[config.mk]
export PLATFORM = sky130hd
export DESIGN_NAME = pdc_predriver_ctrl
export DESIGN_NICKNAME = d
export VERILOG_FILES = /design/src/verilog/pdc_pkg.sv /design/src/verilog/pdc_predriver_ctrl.sv
export SDC_FILE = /design/constraint.sdc
export NUM_CORES = 1
export LEC_CHECK = 0
export ABC_CLOCK_PERIOD_IN_PS = 4140
export BUFFER_PORTS_ARGS = -buffer_cell sky130_fd_sc_hd__buf_2
export CAP_MARGIN = 20
export CORE_UTILIZATION = 30
export CTS_CLUSTER_SIZE = 8
export DETAILED_ROUTE_END_ITERATION = 16
export MAX_ROUTING_LAYER = met4
export SETUP_SLACK_MARGIN = 0.4
export SKIP_CTS_REPAIR_TIMING = 1
export SLEW_MARGIN = 20
export SYNTH_ARGS = -nofsm -noshare
export SYNTH_HDL_FRONTEND = slang
export SYNTH_SLANG_ARGS = --single-unit
[constraint.sdc]
create_clock -name clk -period 4.14 [get_ports clk]
set_input_delay 0.828 -clock clk [delete_from_list [all_inputs] [get_ports clk]]
set_output_delay 0.828 -clock clk [all_outputs]
set_load 0.02 [all_outputs]
[src/verilog/pdc_pkg.sv]
// Constants, carrier structs and state types of the four-channel predriver control block.
// Assumes a 50 MHz system clock; all pin-side inputs arrive asynchronous to it.
package pdc_pkg;

	localparam int NUM_CH = 4;
	localparam int CLK_MHZ = 50;

	// ----------------------------------------
	// Timing
	// ----------------------------------------
	localparam int FAULT_MASK_TIME_US = 60;
	localparam int SHORT_DEGLITCH_TIME_US = 8;
	localparam int RETRY_PERIOD_MS = 10;
	localparam int RETRY_PULSE_WIDTH_US = 68;

	localparam int MASK_W = 12;
	localparam int DGL_W = 9;
	localparam int RETRY_W = 20;

	localparam logic [MASK_W-1:0] MASK_CYC = MASK_W'(FAULT_MASK_TIME_US * CLK_MHZ);
	localparam logic [DGL_W-1:0] DGL_CYC = DGL_W'(SHORT_DEGLITCH_TIME_US * CLK_MHZ);
	localparam logic [RETRY_W-1:0] RETRY_PERIOD_CYC = RETRY_W'(RETRY_PERIOD_MS * 1000 * CLK_MHZ);
	localparam logic [RETRY_W-1:0] RETRY_PULSE_CYC = RETRY_W'(RETRY_PULSE_WIDTH_US * CLK_MHZ);

	// ----------------------------------------
	// Types
	// ----------------------------------------
	typedef enum logic [1:0] {
		FR_IDLE = 2'h1,
		FR_SHIFT = 2'h2
	} pdc_frame_e;

	typedef struct packed {
		logic cs_n;
		logic sclk;
		logic serial_in;
		logic ext_reset_n;
		logic battery_fault;
		logic retry_mode;
		logic [NUM_CH-1:0] parallel_gate_cmd;
		logic [NUM_CH-1:0] drain_sense_in;
	} pdc_pins_s;

	typedef struct packed {
		logic [MASK_W-1:0] mask;
		logic [DGL_W-1:0] dgl;
		logic [RETRY_W-1:0] retry;
		logic short_lat;
		logic open_lat;
		logic cmd_prev;
	} pdc_chan_s;

	typedef struct packed {
		pdc_pins_s sync1;
		pdc_pins_s sync2;
		pdc_pins_s sync3;
		pdc_frame_e frame;
		logic [NUM_CH-1:0] shreg;
		logic [NUM_CH-1:0] ctrl;
		logic [NUM_CH-1:0] gate;
		logic sout;
		logic sout_oe;
		logic flag;
		logic flag_level;
		pdc_chan_s [NUM_CH-1:0] chan;
	} pdc_state_s;

endpackage

[src/verilog/pdc_predriver_ctrl.sv]
// Serial/parallel control and fault reporting of a four-channel low-side predriver.
// Assumes all pin inputs are asynchronous; serial clock is sampled, not used as a clock.
`timescale 1ns/100ps

module pdc_predriver_ctrl #(
	parameter logic [pdc_pkg::RETRY_W-1:0] RETRY_PERIOD_CYC = pdc_pkg::RETRY_PERIOD_CYC
) (
	input wire logic clk,
	input wire logic rst_n,
	input wire logic cs_n,
	input wire logic sclk,
	input wire logic serial_in,
	input wire logic ext_reset_n,
	input wire logic battery_fault,
	input wire logic retry_mode,
	input wire logic [pdc_pkg::NUM_CH-1:0] parallel_gate_cmd,
	input wire logic [pdc_pkg::NUM_CH-1:0] drain_sense_in,
	output logic [pdc_pkg::NUM_CH-1:0] gate_drive_out,
	output logic serial_out,
	output logic serial_out_oe,
	output logic fault_flag_n,
	output logic fault_flag_n_oe
);

	// ----------------------------------------
	// State
	// ----------------------------------------
	pdc_pkg::pdc_state_s st;
	pdc_pkg::pdc_state_s next_st;
	pdc_pkg::pdc_pins_s pins;

	assign pins.cs_n = cs_n;
	assign pins.sclk = sclk;
	assign pins.serial_in = serial_in;
	assign pins.ext_reset_n = ext_reset_n;
	assign pins.battery_fault = battery_fault;
	assign pins.retry_mode = retry_mode;
	assign pins.parallel_gate_cmd = parallel_gate_cmd;
	assign pins.drain_sense_in = drain_sense_in;

	// ----------------------------------------
	// Next state
	// ----------------------------------------
	always_comb begin
		logic cs_fall;
		logic cs_rise;
		logic sclk_rise;
		logic sclk_fall;
		logic batt;
		logic rmode;
		logic cmd;
		logic drain;
		logic mask_done;
		logic in_pulse;
		logic short_set;
		logic open_set;
		logic short_clr;
		logic gate_n;
		logic fault_event;
		logic fault_pending;
		logic [pdc_pkg::NUM_CH-1:0] fault_word;
		cs_fall = 1'b0;
		cs_rise = 1'b0;
		sclk_rise = 1'b0;
		sclk_fall = 1'b0;
		batt = 1'b0;
		rmode = 1'b0;
		cmd = 1'b0;
		drain = 1'b0;
		mask_done = 1'b0;
		in_pulse = 1'b0;
		short_set = 1'b0;
		open_set = 1'b0;
		short_clr = 1'b0;
		gate_n = 1'b0;
		fault_event = 1'b0;
		fault_pending = 1'b0;
		fault_word = '0;

		next_st = st;
		next_st.sync1 = pins;
		next_st.sync2 = st.sync1;
		next_st.sync3 = st.sync2;

		cs_fall = st.sync3.cs_n & ~st.sync2.cs_n;
		cs_rise = ~st.sync3.cs_n & st.sync2.cs_n;
		sclk_rise = ~st.sync3.sclk & st.sync2.sclk;
		sclk_fall = st.sync3.sclk & ~st.sync2.sclk;
		batt = st.sync2.battery_fault;
		rmode = st.sync2.retry_mode;

		// ----------------------------------------
		// Channels
		// ----------------------------------------
		for (int i = 0; i < pdc_pkg::NUM_CH; i++) begin
			cmd = st.ctrl[i] | st.sync2.parallel_gate_cmd[i];
			drain = st.sync2.drain_sense_in[i];
			mask_done = (st.chan[i].mask == '0);
			next_st.chan[i].cmd_prev = cmd;

			// Retry timer runs only while a short is latched
			in_pulse = (st.chan[i].retry >= RETRY_PERIOD_CYC - pdc_pkg::RETRY_PULSE_CYC);
			if (st.chan[i].short_lat & rmode) begin
				if (st.chan[i].retry == RETRY_PERIOD_CYC - 1'b1) begin
					next_st.chan[i].retry = '0;
				end else begin
					next_st.chan[i].retry = st.chan[i].retry + 1'b1;
				end
			end else begin
				next_st.chan[i].retry = '0;
			end

			// Short detection after mask and deglitch
			short_set = 1'b0;
			if (st.gate[i] & mask_done & drain & ~batt) begin
				if (st.chan[i].dgl == pdc_pkg::DGL_CYC - 1'b1) begin
					short_set = 1'b1;
					next_st.chan[i].dgl = '0;
				end else begin
					next_st.chan[i].dgl = st.chan[i].dgl + 1'b1;
				end
			end else begin
				next_st.chan[i].dgl = '0;
			end

			// Open-load check while off
			open_set = ~st.gate[i] & mask_done & ~drain & ~batt & ~st.chan[i].short_lat;

			// Clearing of the short latch
			short_clr = st.chan[i].cmd_prev & ~cmd;
			if (rmode & st.chan[i].short_lat & ~drain
				& (st.chan[i].retry == RETRY_PERIOD_CYC - 1'b1)) begin
				short_clr = 1'b1;
			end

			// Set wins over clear
			if (short_set) begin
				next_st.chan[i].short_lat = 1'b1;
			end else if (short_clr) begin
				next_st.chan[i].short_lat = 1'b0;
			end

			if (open_set) begin
				next_st.chan[i].open_lat = 1'b1;
			end else if (cs_rise) begin
				next_st.chan[i].open_lat = 1'b0;
			end

			// Gate drive
			if (st.chan[i].short_lat) begin
				gate_n = ~batt & cmd & rmode & in_pulse;
			end else begin
				gate_n = ~batt & cmd;
			end
			next_st.gate[i] = gate_n;

			// Restart mask on every gate change
			if (gate_n != st.gate[i]) begin
				next_st.chan[i].mask = pdc_pkg::MASK_CYC;
			end else if (!mask_done) begin
				next_st.chan[i].mask = st.chan[i].mask - 1'b1;
			end

			fault_word[i] = st.chan[i].short_lat | st.chan[i].open_lat;
			fault_event = fault_event | short_set | open_set;
			fault_pending = fault_pending | fault_word[i];
		end

		// ----------------------------------------
		// Fault flag
		// ----------------------------------------
		next_st.flag_level = 1'b0;
		if (fault_event | batt) begin
			next_st.flag = 1'b1;
		end else if (cs_fall & ~fault_pending) begin
			next_st.flag = 1'b0;
		end

		// ----------------------------------------
		// Serial frame
		// ----------------------------------------
		case (st.frame)
			pdc_pkg::FR_IDLE: begin
				if (cs_fall) begin
					next_st.shreg = fault_word;
					next_st.sout = fault_word[pdc_pkg::NUM_CH-1];
					next_st.sout_oe = 1'b1;
					next_st.frame = pdc_pkg::FR_SHIFT;
				end
			end
			pdc_pkg::FR_SHIFT: begin
				if (cs_rise) begin
					next_st.ctrl = st.shreg;
					next_st.sout_oe = 1'b0;
					next_st.frame = pdc_pkg::FR_IDLE;
				end else if (sclk_rise) begin
					next_st.shreg = {st.shreg[pdc_pkg::NUM_CH-2:0], st.sync2.serial_in};
				end else if (sclk_fall) begin
					next_st.sout = st.shreg[pdc_pkg::NUM_CH-1];
				end
			end
			default: begin
				next_st.frame = pdc_pkg::FR_IDLE;
				next_st.sout_oe = 1'b0;
			end
		endcase

		// ----------------------------------------
		// External reset pin
		// ----------------------------------------
		if (!st.sync2.ext_reset_n) begin
			next_st = '0;
			next_st.frame = pdc_pkg::FR_IDLE;
			next_st.sync1 = pins;
			next_st.sync2 = st.sync1;
			next_st.sync3 = st.sync2;
		end
	end

	// ----------------------------------------
	// Registers
	// ----------------------------------------
	always_ff @(posedge clk) begin
		if (!rst_n) begin
			st <= '0;
			st.frame <= pdc_pkg::FR_IDLE;
		end else begin
			st <= next_st;
		end
	end

	assign gate_drive_out = st.gate;
	assign serial_out = st.sout;
	assign serial_out_oe = st.sout_oe;
	assign fault_flag_n = st.flag_level;
	assign fault_flag_n_oe = st.flag;

endmodule

; ---- Yosys cells after proc, flatten, opt, wreduce, memory -nomap -nowiden
; Cells that the tools add are included.
[op_classes]
add_sub_neg = 12
multipliers = 0
div = 0
order_cmp = 4
eq_ne = 24
shifts = 0
mux = 51
bitwise = 112
reduce_logical = 31
[ops]
columns = op, n
row1 = 12-bit 2-to-1 mux, 8
row2 = "20-bit by 1-bit adder with 20-bit output, second input constant", 4
row3 = "20-bit by 19-bit equality test with 1-bit output, second input constant", 4
row4 = "20-bit by 19-bit >= comparator with 1-bit output, second input constant", 4
row5 = 1-bit AND, 61
row6 = 12-bit logical NOT, 4
row7 = "12-bit by 1-bit subtractor with 12-bit output, second input constant", 4
row8 = "9-bit by 1-bit adder with 9-bit output, second input constant", 4
row9 = "9-bit equality test, second input constant", 4
row10 = 1-bit 2-to-1 mux, 34
row11 = 1-bit NOT, 32
row12 = 4-bit OR reduction, 8
row13 = 2-bit nonzero test, 10
row14 = 1-bit bitwise OR, 19
row15 = "2-bit != test, second input constant", 6
row16 = 3-bit OR reduction, 4
row17 = 4-bit 2-to-1 mux, 2
row18 = "2-bit by 1-bit != test with 1-bit output, second input constant", 4
row19 = 4-bit case mux with 2 select lines, 1
row20 = 6-bit 2-to-1 mux, 1
row21 = 2-bit AND reduction, 3
row22 = 5-bit AND reduction, 1
row23 = 2-bit 2-to-1 mux, 2
row24 = 1-bit != test, 4
row25 = 5 further kinds, 6
[totals]
register_bits = 224
latchBits = 0
ramBits = 0
rom_bits = 0
input_bits = 16
elab_cells = 288
memories = 0

; ---- Depth between registers and ports, before layout
[logic_depth]
depth_word = 14
ltp_mapped = 8
depth_no_buf = 7

; ---- Least setup slack after synthesis
; OpenSTA, ideal clock, no wires.
[synth_timing]
kind = register -> register
start = register st[167] (netlist bit)
end = register st[174] (netlist bit)
setup_time_ps = 116
arrival_time_ps = 1941
required_time_ps = 4024
path_slack_ps = 2084
path_stages_with_launch = 7
path_buffers = 1
cell_sequence = dfxtp_1 or4_1 buf_2 or3_4 nor3_2 mux2_1 and3_1
[synth_via]
elab_chain_len = 1
elab_cells_between_ends = 2
classes_between = add/sub: 1 / reduce/logical: 1
[synth_rtl]
columns = element, line
row1 = start: declaration, pdc_predriver_ctrl.sv:28  ; pdc_pkg::pdc_state_s st;
row2 = start signal: assignment, pdc_predriver_ctrl.sv:228  ; st <= next_st;
row3 = 12-bit by 1-bit subtractor with 12-bit output / 12-bit logical NOT (equally long branches), "pdc_predriver_ctrl.sv:161, pdc_predriver_ctrl.sv:98"
; Parallel ways exist; a longest one is shown, timed or not.
; A chain may end at the register's enable or synchronous reset.

; ---- Worst setup path after layout
[layout_timing]
start = input port rst_n
end = register st[97] (netlist bit)
[layout_via]
elab_chain_len = 2
[layout_rtl]
columns = element, line
row1 = start: declaration, pdc_predriver_ctrl.sv:9  ; input wire logic rst_n,
row2 = 1-bit NOT (no line), n/a
row3 = 4-bit OR reduction (no line), n/a
; Every way passes these cells.

==> summary.md <==
| Metric | Value |
|---|---|
| Status | complete, no violations |
| CP Data Required Time | around 4.6 ns |
| Post-synthesis sequential area ratio | 0.4518 |
| Total Power | around 4500 uW |
| Mapped cell area | just under 10000 sq um |
| GRT Util Overall | 0.1227 |
| Fmax | roughly 0.40 GHz |
| Yosys cell types | 65 |
| H-tree Lvls | 1 |
| Primary flip-flop cell chosen by synthesis mapping | dfxtp_1 |
| CTS Buf Count | 31 |
| Die height | roughly 180 um |
| Post-DR vias/cell | around 4.7 |
| Post-DRT Antenna Nets | 0 |
| Crit start category | input port |
| RSZ-0062 raised after global routing | false |
| Ys Warns | 0 |
| Power density over cell area | roughly 410 nW/um^2 |
| Worst path arrival time | 2.97 ns |
| Initial Util | 0.3086 |
| Critical path fanouts, max | 32 |
| DRT iter0 DRCs | ~490 |
| Initial antenna violation count | 0 |
| Most frequent cell after synthesis | dfxtp_1 |
| Post-route DRC violation count | 0 |
| Crit path time final | ~2.5 ns |
| Nets | 1178 |
| Grt total ovfl | 0 |
| CTS tree | built |
| Tcrit/Tclk final | 0.6085 |
| Dominant cells by area after synthesis | dfxtp_1 (45%), nor2_1 (6.9%), xor2_1 (6.1%) |
| Crit path from | rst_n |
| Setup_tns | 0 ns |
| Crit path capture type | flop |
| Largest net degree at the start of global routing | 37 |
| R2R Path Start | st[3]$_SDFF_PP0_ |
| Total wire length | 19440 um |
| CP Class | in2reg |
| # clock sinks | about 220 |
| Syn nets | approximately 1200 |
| Area share of the leading cell type in the synthesized netlist | 0.4518 |
| Hold Path Class | reg2reg |
| Internal reg-to-reg setup slack | roughly 1.7 ns |
| Core footprint | approximately 32000 sq um |
| Leak | between 0.003 and 0.004 uW |
| Final slew viol count | 0 |
| Die area | ~34000 sq um |
| Hpwl dp | 13200 um |
| EDFF count, synth | 0 |
| Setup crit end | st[97]$_SDFF_PP0_ |
| Layout cells sized above 1 | 0.07262 |
| Drt first pass iters | 4 |
| Reg clk slew, reported paths | around 0.05 ns |
| Top cell type by total area after synthesis | dfxtp_1 |
| Final Util | 0.3493 |
| Worst clock skew | around 0.012 ns |
| Final setup fails | 0 |
| Routed vias | approximately 7500 |
| Yosys reg bits | 222 |
| Clk buf depth | 3 |
| Buffers on Ports | 22 |
| Worst skew pair latency | ~0.54 ns |
| N_diodes | 0 |
| Slew HR | 0.3145 |
| Fraction of registers with async set/reset | 0 |
| Max-cap violation count | 0 |
| Clock root cell | clkbuf_16 |
| Row count | between 60 and 70 |
| Global-route wire length before repair | approximately 34000 um |
| R2R Path End | st[8]$_SDFF_PP0_ |
| Reg2reg path depth | 6 |
| Vias in the first global route | 7080 |
| Die Span X | roughly 180 um |
| Final Hold Fails | 0 |
| Io pins | 24 |
| Area growth, synth to finish | 13.22% |
| Peak supply drop | around 260 uV |
| Final GP Congestion | slightly below 0.8 |
| Worst Tran Pin Value | between 1 and 1.5 ns |
| Syn_area_per_cell | 8.752 sq um |
| Wire length per cell | 12.32 um |
| Synth cell count leaders | dfxtp_1 (222), nor2_1 (182), xor2_1 (69), nand2_1 (68), nand3_1 (64) |
| Post-synthesis cell count | roughly 1100 |
[worst max-delay path: stages]
cell     delay, ns
buf_2         0.39
and2_1        0.64
nand4_1       0.81
nor2_1        0.29
[worst min-delay path by stage]
| stage | from | slack [ns] | cells after the start | endpoint |
|---|---|---|---|---|
| after floorplan | st[222]$_SDFF_PN0_ | 0.41 | 1 | st[208]$_SDFF_PN0_ |
| after global placement | st[227]$_SDFF_PN0_ | 0.42 | 1 | st[213]$_SDFF_PN0_ |
| after detailed placement | st[227]$_SDFF_PN0_ | 0.42 | 1 | st[213]$_SDFF_PN0_ |
| after CTS | st[227]$_SDFF_PN0_ | 0.43 | 1 | st[213]$_SDFF_PN0_ |
| after global routing | st[227]$_SDFF_PN0_ | 0.44 | 1 | st[213]$_SDFF_PN0_ |
| final | st[227]$_SDFF_PN0_ | 0.43 | 1 | st[213]$_SDFF_PN0_ |
[flip-flops by register name (all words and copies together), names as in the netlist]
name,flops
fault_flag_n_oe,1
gate_drive_out,4
serial_out,1
st,216
[stage by stage]
step	instance area (sq um)	setup slack [ns]	hold WS (ns)	cells
floorplan	9837	2.084	0.4119	1124
global placement	10340	1.126	0.4176	1545
detailed placement	10340	1.030	0.4200	1545
CTS	11140	1.560	0.4313	1578
global route	11140	1.302	0.4360	1578
finish	11140	1.621	0.4302	1578
[cell families after synthesis]
kind of cell / after synthesis / share of synthesized area
and+or+nand+nor: 561 / 0.2989
AOI/OAI and AO/OA: 105 / 0.06818
DFF: 222 / 0.4518
buffers and inverters: 79 / 0.03332
other: 1 / 0.0003812
muxes: 8 / 0.008395
xor gates and xnor gates: 129 / 0.1149
adders and majority gates: 19 / 0.02417
[layer usage]
layer  track usage  share of wire  vias to the layer above
met5             -              0                        -
met4       0.03500          0.017                        0
met3       0.02065          0.045                       27
met2        0.1878           0.44                      109
met1        0.1656           0.50                     3423
li1              -              -                     3895
[power by group]
group          total (uW)  internal, uW  switching, uW
sequential           2180          2160           18.7
combinational         210          90.7            119
clock                2150          1320            838
[cells in the final DEF (no fill, tap or decap), types with 13 or more instances in the layout]
cell       Yosys  routed
nor4_1        23      23
nor2_1       182     182
xor2_1        69      69
dfxtp_1      222     222
buf_2          7      22
a21oi_1       40      40
inv_1         40      40
and3_1        24      24
nor3_1        45      45
ha_1          19      19
nand2b_1      13      13
and2_1        35      35
nand3_1       64      64
nand4_1       30      30
o21ai_0       17      17
o211ai_1      20      20
clkbuf_16      0      31
xnor2_1       60      60
nand2_1       68      67
[layout make-up]
class / instances / area, sq um
Inverter: 40 / 150.1
Tap cell: 435 / 544.3
Clock inverter: 1 / 8.758
Timing Repair Buffer: 25 / 132.6
Sequential cell: 222 / 4444
Clock buffer: 32 / 789.5
Multi-Input combinational cell: 823 / 5067
Fill cell: 3347 / 20740
No activity file was read; power rests on OpenSTA's default activity.
